[src/inc/ioc_defines.svh]
/*
  Register offsets, field positions, reset values and timing counts for the
  internal oscillator control block.
  Assumes a 32-bit classic Wishbone register bus with byte addresses.
*/
`ifndef IOC_DEFINES_SVH
`define IOC_DEFINES_SVH

// ------------------------------------------------------------
// register byte offsets
// ------------------------------------------------------------
`define IOC_OFF_SRC_CTRL   8'h00
`define IOC_OFF_FRQ_SEL    8'h04
`define IOC_OFF_TRIM       8'h08
`define IOC_OFF_STATUS     8'h0C
`define IOC_OFF_MAN_EN     8'h10
`define IOC_OFF_INT_EN     8'h14
`define IOC_OFF_INT_FLAG   8'h18
`define IOC_OFF_CURRENT    8'h1C

// ------------------------------------------------------------
// source codes and reset values
// ------------------------------------------------------------
`define IOC_SRC_HF_32M     3'h0
`define IOC_SRC_LF         3'h5
`define IOC_SRC_HF_1M      3'h6
`define IOC_FRQ_32M        3'h6
`define IOC_FRQ_1M         3'h0
`define IOC_TRIM_RST       6'h00
`define IOC_TRIM_MAX_UP    6'h1F
`define IOC_TRIM_MAX_DN    6'h20
`define IOC_DIV_CODE_MAX   4'h9

// ------------------------------------------------------------
// interrupt bit positions
// ------------------------------------------------------------
`define IOC_BIT_OSF        7
`define IOC_BIT_CSW        6
`define IOC_BIT_ADT        1
`define IOC_BIT_AD         0
`define IOC_INT_MASK       8'hC3

// ------------------------------------------------------------
// timing
// ------------------------------------------------------------
`define IOC_CLK_MHZ        200
`define IOC_TRIM_STEP_NS   40
`define IOC_TRIM_STEP_CYC  ((`IOC_TRIM_STEP_NS * `IOC_CLK_MHZ) / 1000)
`define IOC_READY_CYC      16

`endif

[src/inc/ioc_pkg.sv]
/*
  Types shared by the internal oscillator control block.
  Assumes ioc_defines.svh supplies the numeric constants.
*/
package ioc_pkg;
  typedef enum logic [1:0] {
    IOC_SW_IDLE = 2'b00,
    IOC_SW_WAIT = 2'b01,
    IOC_SW_DONE = 2'b10
  } ioc_sw_state_t;

  typedef struct packed {
    logic       cyc;
    logic       stb;
    logic       we;
    logic [3:0] sel;
    logic [7:0] adr;
    logic [31:0] dat;
  } ioc_wb_req_t;

  typedef struct packed {
    logic       clk_500k;
    logic       clk_32k;
  } ioc_mf_clk_t;
endpackage

[src/hw/ioc_top.sv]
/*
  Internal oscillator control: system clock source select, fast oscillator
  range, post-divider and trim, constant medium-frequency ticks, ready status,
  manual enables and the clock/ADC interrupt enable and flag registers.
  Assumes a synchronous Wishbone master and oscillator ready inputs timed to clk_i.
*/
// Functional notes
// - reset config 110 or 000 starts fast oscillator
// - writing new-source select switches system clock
// - internal source frees external clock pin
// - config bit selects clock output or GPIO
// - fast up to 32 MHz, slow 31 kHz
// - three-bit field selects fast frequency
// - medium outputs 500 kHz and 32 kHz
// - four-bit divider from 1:1 to 1:512
// - trim is 6-bit signed, resets zero
// - 1Fh max up, 20h max down
// - trim drifts gradually, no completion flag
// - trim never affects slow oscillator
// - slow oscillator clocks timers, watchdog, monitor
// - slow always enabled, whatever the reset config or select
// - read-only per-oscillator ready status
// - manual enable runs oscillator independently
// - switch flag bit 6 sticky until cleared
// - ADC flag bit 0 sticky until cleared
// - flags set regardless of enables
`timescale 1ns/1ps
`include "ioc_defines.svh"

module ioc_top #(
  parameter int TRIM_STEP_CYC = `IOC_TRIM_STEP_CYC,
  parameter int READY_CYC     = `IOC_READY_CYC,
  parameter int MF_500K_DIV   = 400,
  parameter int MF_32K_DIV    = 6250
) (
  input  wire logic                 clk_i,
  input  wire logic                 rst_i,
  input  wire ioc_pkg::ioc_wb_req_t wb_req_i,
  output logic [31:0]               wb_dat_o,
  output logic                      wb_ack_o,
  input  wire logic [2:0]           reset_clock_source_cfg_i,
  input  wire logic                 clock_output_pin_enable_i,
  input  wire logic                 osc_fail_i,
  input  wire logic                 adc_done_i,
  input  wire logic                 adc_threshold_i,
  input  wire logic                 hf_osc_ready_i,
  input  wire logic                 lf_osc_ready_i,
  output logic                      fast_osc_en_o,
  output logic                      slow_osc_en_o,
  output logic [2:0]                fast_freq_o,
  output logic [5:0]                trim_o,
  output logic [3:0]                clock_divider_o,
  output logic [2:0]                sys_clk_src_o,
  output logic                      ext_clock_input_gpio_o,
  output logic                      clock_output_drive_o,
  output ioc_pkg::ioc_mf_clk_t      mf_tick_o,
  output logic                      lf_peripheral_en_o,
  output logic                      int_req_o
);
  import ioc_pkg::*;

  // ------------------------------------------------------------
  // bus slave
  // ------------------------------------------------------------
  logic        acc;
  logic        wr;
  logic [31:0] rd_nxt;
  logic        ack_r;
  assign acc = wb_req_i.cyc && wb_req_i.stb && !ack_r;
  assign wr  = acc && wb_req_i.we && wb_req_i.sel[0];

  logic [2:0] new_source_select_r;
  logic [3:0] clock_divider_field_r;
  logic [2:0] fast_freq_field_r;
  logic [5:0] osc_trim_reg_r;
  logic [1:0] osc_manual_enable_r;
  logic [7:0] int_en_r;
  logic [7:0] int_flag_r;
  logic [2:0] cur_src_r;
  logic [5:0] trim_eff_r;
  logic       cfg_loaded_r;
  ioc_sw_state_t sw_state_r;

  // ------------------------------------------------------------
  // clock source control
  // ------------------------------------------------------------
  // strap is sampled in the first clock after reset release, never under reset
  always_ff @(posedge clk_i) begin
    if (rst_i) begin
      cfg_loaded_r          <= 1'b0;
      new_source_select_r   <= `IOC_SRC_HF_32M;
      fast_freq_field_r     <= `IOC_FRQ_32M;
      clock_divider_field_r <= 4'h0;
    end else if (!cfg_loaded_r) begin
      cfg_loaded_r        <= 1'b1;
      new_source_select_r <= reset_clock_source_cfg_i;
      fast_freq_field_r   <= (reset_clock_source_cfg_i == `IOC_SRC_HF_1M) ? `IOC_FRQ_1M : `IOC_FRQ_32M;
    end else if (wr && wb_req_i.adr == `IOC_OFF_SRC_CTRL) begin
      new_source_select_r <= wb_req_i.dat[6:4];
      // ratios beyond 1:512 saturate
      clock_divider_field_r <= (wb_req_i.dat[3:0] > `IOC_DIV_CODE_MAX) ? `IOC_DIV_CODE_MAX : wb_req_i.dat[3:0];
    end else if (wr && wb_req_i.adr == `IOC_OFF_FRQ_SEL) begin
      fast_freq_field_r <= wb_req_i.dat[2:0];
    end
  end

  always_ff @(posedge clk_i) begin
    if (rst_i) begin
      osc_trim_reg_r      <= `IOC_TRIM_RST;
      osc_manual_enable_r <= 2'b00;
      int_en_r            <= 8'h00;
    end else if (wr) begin
      if (wb_req_i.adr == `IOC_OFF_TRIM)
        osc_trim_reg_r <= wb_req_i.dat[5:0];
      if (wb_req_i.adr == `IOC_OFF_MAN_EN)
        osc_manual_enable_r <= wb_req_i.dat[1:0];
      if (wb_req_i.adr == `IOC_OFF_INT_EN)
        int_en_r <= wb_req_i.dat[7:0] & `IOC_INT_MASK;
    end
  end

  // ------------------------------------------------------------
  // switch sequencer
  // ------------------------------------------------------------
  logic is_lf_req;
  logic target_ready;
  logic sw_done;
  assign is_lf_req    = (new_source_select_r == `IOC_SRC_LF);
  assign target_ready = is_lf_req ? lf_osc_ready_i : hf_osc_ready_i;
  assign sw_done      = (sw_state_r == IOC_SW_WAIT) && target_ready;

  always_ff @(posedge clk_i) begin
    if (rst_i) begin
      sw_state_r <= IOC_SW_IDLE;
      cur_src_r  <= `IOC_SRC_HF_32M;
    end else begin
      unique case (sw_state_r)
        IOC_SW_IDLE: begin
          if (cfg_loaded_r && new_source_select_r != cur_src_r)
            sw_state_r <= IOC_SW_WAIT;
        end
        IOC_SW_WAIT: begin
          if (target_ready) begin
            sw_state_r <= IOC_SW_DONE;
            cur_src_r  <= new_source_select_r;
          end
        end
        IOC_SW_DONE: sw_state_r <= IOC_SW_IDLE;
        default:     sw_state_r <= IOC_SW_IDLE;
      endcase
    end
  end

  // ------------------------------------------------------------
  // trim drift: one step per interval, no done indication
  // ------------------------------------------------------------
  logic [15:0] trim_cnt_r;
  always_ff @(posedge clk_i) begin
    if (rst_i) begin
      trim_eff_r <= `IOC_TRIM_RST;
      trim_cnt_r <= 16'h0000;
    end else if (trim_eff_r == osc_trim_reg_r) begin
      trim_cnt_r <= 16'h0000;
    end else if (trim_cnt_r == 16'(TRIM_STEP_CYC - 1)) begin
      trim_cnt_r <= 16'h0000;
      // signed compare so 1Fh is the top and 20h the bottom
      if ($signed(osc_trim_reg_r) > $signed(trim_eff_r))
        trim_eff_r <= trim_eff_r + 6'h01;
      else
        trim_eff_r <= trim_eff_r - 6'h01;
    end else begin
      trim_cnt_r <= trim_cnt_r + 16'h0001;
    end
  end

  // ------------------------------------------------------------
  // medium-frequency constant ticks
  // ------------------------------------------------------------
  logic [15:0] mf_cnt_r [2];
  logic [1:0]  mf_tick_r;
  localparam int MF_DIV [2] = '{MF_500K_DIV, MF_32K_DIV};
  for (genvar g = 0; g < 2; g++) begin : g_mf
    always_ff @(posedge clk_i) begin
      if (rst_i) begin
        mf_cnt_r[g]  <= 16'h0000;
        mf_tick_r[g] <= 1'b0;
      end else if (mf_cnt_r[g] == 16'(MF_DIV[g] - 1)) begin
        mf_cnt_r[g]  <= 16'h0000;
        mf_tick_r[g] <= 1'b1;
      end else begin
        mf_cnt_r[g]  <= mf_cnt_r[g] + 16'h0001;
        mf_tick_r[g] <= 1'b0;
      end
    end
  end

  // ------------------------------------------------------------
  // interrupt flags: hardware set beats software clear
  // ------------------------------------------------------------
  logic [7:0] flag_set;
  logic       flag_wr;
  always_comb begin
    flag_set = 8'h00;
    flag_set[`IOC_BIT_OSF] = osc_fail_i;
    flag_set[`IOC_BIT_CSW] = sw_done;
    flag_set[`IOC_BIT_ADT] = adc_threshold_i;
    flag_set[`IOC_BIT_AD]  = adc_done_i;
  end
  assign flag_wr = wr && wb_req_i.adr == `IOC_OFF_INT_FLAG;

  always_ff @(posedge clk_i) begin
    if (rst_i)
      int_flag_r <= 8'h00;
    else if (flag_wr)
      int_flag_r <= ((wb_req_i.dat[7:0] & `IOC_INT_MASK) | flag_set);
    else
      int_flag_r <= int_flag_r | flag_set;
  end

  // ------------------------------------------------------------
  // read mux and ack
  // ------------------------------------------------------------
  always_comb begin
    rd_nxt = 32'h0000_0000;
    unique case (wb_req_i.adr)
      `IOC_OFF_SRC_CTRL: rd_nxt[6:0] = {new_source_select_r, clock_divider_field_r};
      `IOC_OFF_FRQ_SEL:  rd_nxt[2:0] = fast_freq_field_r;
      `IOC_OFF_TRIM:     rd_nxt[5:0] = osc_trim_reg_r;
      `IOC_OFF_STATUS:   rd_nxt[1:0] = {hf_osc_ready_i, lf_osc_ready_i};
      `IOC_OFF_MAN_EN:   rd_nxt[1:0] = osc_manual_enable_r;
      `IOC_OFF_INT_EN:   rd_nxt[7:0] = int_en_r;
      `IOC_OFF_INT_FLAG: rd_nxt[7:0] = int_flag_r;
      `IOC_OFF_CURRENT:  rd_nxt[2:0] = cur_src_r;
      default:           rd_nxt = 32'h0000_0000;
    endcase
  end

  always_ff @(posedge clk_i) begin
    if (rst_i) begin
      ack_r    <= 1'b0;
      wb_dat_o <= 32'h0000_0000;
    end else begin
      ack_r    <= acc;
      wb_dat_o <= acc ? rd_nxt : 32'h0000_0000;
    end
  end
  assign wb_ack_o = ack_r;

  // ------------------------------------------------------------
  // registered outputs
  // ------------------------------------------------------------
  logic cur_internal;
  assign cur_internal = (cur_src_r == `IOC_SRC_HF_32M) || (cur_src_r == `IOC_SRC_HF_1M)
                        || (cur_src_r == `IOC_SRC_LF);

  always_ff @(posedge clk_i) begin
    if (rst_i) begin
      fast_osc_en_o          <= 1'b0;
      slow_osc_en_o          <= 1'b0;
      fast_freq_o            <= `IOC_FRQ_32M;
      trim_o                 <= `IOC_TRIM_RST;
      clock_divider_o        <= 4'h0;
      sys_clk_src_o          <= `IOC_SRC_HF_32M;
      ext_clock_input_gpio_o <= 1'b0;
      clock_output_drive_o   <= 1'b0;
      mf_tick_o              <= '0;
      lf_peripheral_en_o     <= 1'b0;
      int_req_o              <= 1'b0;
    end else begin
      fast_osc_en_o   <= (cfg_loaded_r && !is_lf_req) || !(cur_src_r == `IOC_SRC_LF)
                         || osc_manual_enable_r[1];
      slow_osc_en_o   <= (cfg_loaded_r && is_lf_req) || (cur_src_r == `IOC_SRC_LF)
                         || osc_manual_enable_r[0] || 1'b1;
      fast_freq_o     <= fast_freq_field_r;
      trim_o          <= trim_eff_r;
      clock_divider_o <= clock_divider_field_r;
      sys_clk_src_o   <= cur_src_r;
      ext_clock_input_gpio_o <= cur_internal;
      clock_output_drive_o   <= clock_output_pin_enable_i;
      mf_tick_o       <= '{clk_500k: mf_tick_r[0], clk_32k: mf_tick_r[1]};
      lf_peripheral_en_o <= 1'b1;
      int_req_o       <= |(int_flag_r & int_en_r);
    end
  end
endmodule

[config.mk]
export PLATFORM = sky130hd
export DESIGN_NAME = ioc_top
export DESIGN_NICKNAME = d
export VERILOG_FILES = /design/src/inc/ioc_pkg.sv /design/src/hw/ioc_top.sv
export VERILOG_INCLUDE_DIRS = /design/src /design/src/inc
export SDC_FILE = /design/constraint.sdc
export NUM_CORES = 1
export LEC_CHECK = 0
export BUFFER_PORTS_ARGS = -buffer_cell sky130_fd_sc_hd__buf_2
export CORE_MARGIN = 2
export CORE_UTILIZATION = 35
export CTS_CLUSTER_DIAMETER = 150
export DETAILED_ROUTE_END_ITERATION = 6
export GPL_TIMING_DRIVEN = 1
export MAX_ROUTING_LAYER = met4
export PLACE_DENSITY_LB_ADDON = 0.1
export SETUP_SLACK_MARGIN = 0.02
export SYNTH_ARGS = -nofsm -noshare
export SYNTH_HDL_FRONTEND = slang
export SYNTH_SLANG_ARGS = --single-unit
[constraint.sdc]
create_clock -name clk_i -period 3.8 [get_ports clk_i]
set_input_delay 0.76 -clock clk_i [delete_from_list [all_inputs] [get_ports clk_i]]
set_output_delay 0.76 -clock clk_i [all_outputs]
set_load 0.02 [all_outputs]
## After elaboration in Yosys (flattened, before gate mapping)

Memory sizes are Yosys's and may differ from the RTL's.
Cells that the tools add are included.
Widths: inputs -> output; s select.

| word-level totals | value |
|---|---|
| output and inout bits | 57 |
| logic and storage cells | 134 |
| bits of input ports | 58 |
| memories kept | 1 |
| RAM bits | 32 |
| bits in registers | 115 |

| operators by class | value |
|---|---|
| magnitude comparators | 2 |
| $add $sub $neg | 5 |
| eq/ne operators | 22 |
| reductions and logical operators | 31 |
| bitwise operators | 9 |
| muxes and demuxes | 37 |

Memory list:

| memory | words | width | rd ports | clocked after memory_dff | wr ports | RTL line | source |
|---|---|---|---|---|---|---|---|
| mf_cnt_r | 2 | 16 | 2 | 0 | 2 | ioc_top.sv:179 | `logic [15:0] mf_cnt_r [2];` |

Operators by type and width:

| operator | count |
|---|---|
| $mux 16 | 4 |
| $add 16x1->16 const B | 3 |
| $eq 8x5->1 const B | 4 |
| $mux 3 | 6 |
| $eq 16x13->1 const B | 1 |
| $eq 16x3->1 const B | 1 |
| $eq 16x9->1 const B | 1 |
| $eq 8x4->1 const B | 2 |
| $mux 1 | 16 |
| $or 8x8->8 | 2 |
| $pmux 2 s8 | 1 |
| $reduce_and 2->1 | 8 |
| $eq 3x3->1 const B | 4 |
| $logic_and 1x1->1 | 10 |
| $pmux 3 s3 | 1 |
| $and 8x8->8 | 1 |
| $eq 8x3->1 const B | 1 |
| $logic_not 8->1 | 1 |
| $mux 8 | 1 |
| $reduce_or 8->1 | 1 |
| $add 6x1->6 const B | 1 |
| $eq 6x6->1 | 1 |
| $gt 6x6->1 | 1 |
| $mux 6 | 1 |
| other kinds (20) | 33 |

## Depth between registers and ports, before layout

| logic depth | value |
|---|---|
| word-level depth | 8 |
| depth in mapped cells | 12 |

## Worst setup path after synthesis

No wires, ideal clock.

| path | value |
|---|---|
| path type | register to register |
| from | register trim_eff_r[3] |
| to | register trim_eff_r[5] |
| library setup time | 0.123 ns |
| clock period less this slack | 2.820 ns |
| setup slack | 0.980 ns |
| path buffers | 1 |
| stages on the path, launching flop included | 13 |
| arrival time | 2.697 ns |
| data required time | 3.677 ns |
| cell sequence | dfxtp_1 -> inv_1 -> ha_1 -> and3_1 -> and4_1 -> clkbuf_1 -> nand2b_1 -> ha_1 -> a211oi_1 -> o21ai_0 -> nor4bb_1 -> mux2i_1 -> mux2_1 |

| on the way | value |
|---|---|
| word-level cells in the longest chain between the ends | 3 |

RTL lines:

| what | RTL line | source |
|---|---|---|
| start: declaration | ioc_top.sv:80 | `logic [5:0] trim_eff_r;` |
| start signal: assignment | ioc_top.sv:160 | `` trim_eff_r <= `IOC_TRIM_RST; `` |
| start signal: assignment | ioc_top.sv:168 | `trim_eff_r <= trim_eff_r + 6'h01;` |
| start signal: assignment | ioc_top.sv:170 | `trim_eff_r <= trim_eff_r - 6'h01;` |
| branches (longest 3 deep; another with $sub 6x1->6) | - |  |

Parallel ways; which one is timed is not known.
A chain may end at the register's enable or synchronous reset.

## Worst setup path after layout

| path | value |
|---|---|
| from | register trim_eff_r[1] |
| to | register trim_eff_r[5] |

The elaborated chain is that of the path after synthesis.

==> impl_results.md <==
- Status: finished clean
- DRC errors left: 0
- Met1 Resource Use GR: 0.190
- Setup Fix Bufs, Post-CTS: 0
- Post-Place Cells: 866
- Setup crit start: trim_eff_r[1]$_SDFFE_PP0P_
- Simple logic cell fraction of the synthesized area: 0.217
- Clock latency on the worst-skew pair: 420 ps
- Buffers plus inverters on the worst setup path: 1
- Htree depth: 4
- Global routing's busiest layer: met2
- Initial Util: 0.355
- Most frequent cells in the layout: nor2_1, dfxtp_1, buf_2, conb_1
- CTS clk-pin slew, worst paths: about 60 ps
- MaxCap Viol Count: 0
- Synth Area in XOR/XNOR: 0.0766
- TNS Setup: 0 ps
- # nets final: around 740
- Pwr Density: 455 nW/um^2
- Synth unique cells: 59
- Largest area contributor in the netlist: dfxtp_1
- Mapped Cells: roughly 580
- Max Slew Vio Count: 0
- Initial antenna violation count: 2
- Most used DFF post-synth: dfxtp_1
- Critical setup path kind: register to register
- Cell leakage power: 0.00258 uW
- DIE HEIGHT: around 130 um
- CP max stage delay: ~400 ps
- Final setup fails: 0
- Vias in the first global route: between 4000 and 5000
- DR vias/cell: 4.60
- Worst hold path class: register to register
- Fraction of layout cells with a size suffix above 1: 0.157
- CP required: between 4000 and 5000 ps
- Max FO, Critical Path: 5
- Worst Setup Start Kind: register
- FFs w/ async S/R, synth: 0
- Hold path start: sw_state_r[1]$_SDFFE_PP0P_
- Reg-to-Reg Start: trim_eff_r[1]$_SDFFE_PP0P_
- Avg WL per Cell: about 13 um
- Top delay family on crit path: compound AO/OA/AOI/OAI gates
- TritonCTS clock tree: yes
- Commonest non-fill, non-tap cell in the layout: nor2_1
- Post-cts repair resize count: 0
- Seq/Total Area, Yosys: 0.482
- Synth warn: 0
- Crit end category: register
- Worst VDD drop: approximately 320 uV
- Total congestion overflow: 0
- Row cnt: 46
- Synth Area in Adders: 0.0348
- Synth top area cells: dfxtp_1, edfxtp_1, nor2_1
- Vias: 4140
- Mux cell area share after synthesis: 0.0547
- Root Buffer: clkbuf_16
- Slew @ Worst Pin: a little under 700 ps
- Hold_buf cts: 0
- Crit path DAT: roughly 3500 ps
- Initial drt markers: 156
- I/O pin total: ~120
- Final ANT Viol Nets: 0
- Largest family of logic cells by synthesized area: simple AND/OR/NAND/NOR gates
- First-pass GRT wire length: between 15000 and 20000 um
- Final Hold Fails: 0
- Compound-cell area share of the yosys netlist: 0.0699
- Clk sink count: ~120
- Critical Path, Cell by Cell: inv_1 > ha_1 > nor2b_1 > o21ai_0 > a32oi_1 > nand2b_1 > ha_1 > a211oi_1 > o21ai_0 > nor4bb_1 > mux2i_1 > mux2_1
- CTS Buffer Depth: 2
- GR Util met2: 0.232
- Synth top area share: 0.311
- First-pass iteration count of the detailed router: 4
- Max frequency: between 300 and 400 MHz
- RSZ-0062 raised after global routing: no
- Die area: ~17000 um^2
- Gr usage total: 0.154
- Max-slew headroom: 0.534
- Hpwl dp: slightly below 9000 um
- Yosys reg bits: 119
- Total wire length: 12000 um
- Fin crit period: approximately 3200 ps
- Post-route clock period utilization: 0.831
- Synthesized cell area: roughly 5600 um^2
- Synth-to-Final Area Change: 18.9%
- Slowest cell on crit path: dfxtp_1
- RePlAce Congestion: ~0.77
- Core area: roughly 16000 um^2
- M3 GR Usage: 0.0517
- Port-buffer cells: between 60 and 70
- Cts bufs inserted: 17
- Die width: 131 um
- Pin count of the biggest net entering global routing: 36
- Skew final: 4.99 ps
- Avg Inst Size Synth: about 10 um^2
- Post-route non-filler standard cell count: 900
- Post-synth EDFFs: 32
==> kinds of logic (layout without fill, tap and decap cells) <==
| group | Yosys count | count (layout) |
|---|---|---|
| buffers and inverters | 62 | 115 |
| and+or+nand+nor | 238 | 238 |
| other | 2 | 58 |
| muxes | 30 | 30 |
| DFF | 119 | 119 |
| xor gates and xnor gates | 49 | 49 |
| AOI/OAI and AO/OA | 60 | 60 |
| adders and majority gates | 15 | 15 |
==> report_power, final <==
group	leakage (uW)	internal (uW)	switching, uW	total, uW
clock network	0.000255	887	586	1470
registers	0.00103	1350	41.4	1390
logic	0.00129	63.5	110	173
==> per-layer routing <==
metal  share of wire  wire length, um
met5               0                0
met4           0.017              208
met3           0.060              718
met2            0.45             5430
met1            0.47             5670
==> registers in the layout (all words and copies together) (netlist names), 4 cells and up <==
signal and count:
trim_eff_r 6, trim_cnt_r 16, clock_divider_field_r 4, osc_trim_reg_r 6, clock_divider_o 4, int_flag_r 4, wb_dat_o 8, int_en_r 4
mf_cnt_r 32, trim_o 6
==> per-stage QoR <==
step	power, uW	setup slack, ps	util	instance area (um^2)	hold WS (ps)
after floorplan	1550	980	-	5810	394
after global placement	1580	762	0.388	6120	404
after detailed placement	1590	672	0.388	6120	425
after CTS	3070	616	0.422	6660	432
after global routing	3160	349	0.422	6660	453
final	3030	643	0.422	6660	428
==> cell type report <==
class	instances	area [um^2]
Tap cell	216	270
Sequential cell	119	2700
Multi-Input combinational cell	448	2750
Clock buffer	18	429
Antenna cell	2	5.00
Inverter	19	71.3
Clock inverter	14	110
Timing Repair Buffer	64	323
Fill cell	1619	9110
==> final timing paths <==
kind	slack (ps)	end	cells after the start
setup / recovery	640	trim_eff_r[5]$_SDFFE_PP0P_	12
hold / removal	430	sw_state_r[0]$_SDFFE_PP0P_	1
setup reg to reg	640	trim_eff_r[5]$_SDFFE_PP0P_	12
hold reg to reg	430	sw_state_r[0]$_SDFFE_PP0P_	1
==> cells in the mapped netlist (all sizes together) (10+ instances only) <==
cell type,instances
nand4,13
nor2,103
nor3,12
xor2,23
nand2,32
inv,19
a21oi,20
buf,34
nand3,20
xnor2,26
ha,14
mux2i,25
nor2b,15
dfxtp,87
nor4,10
edfxtp,32
Note: power is estimated with default switching activity, not from simulation.
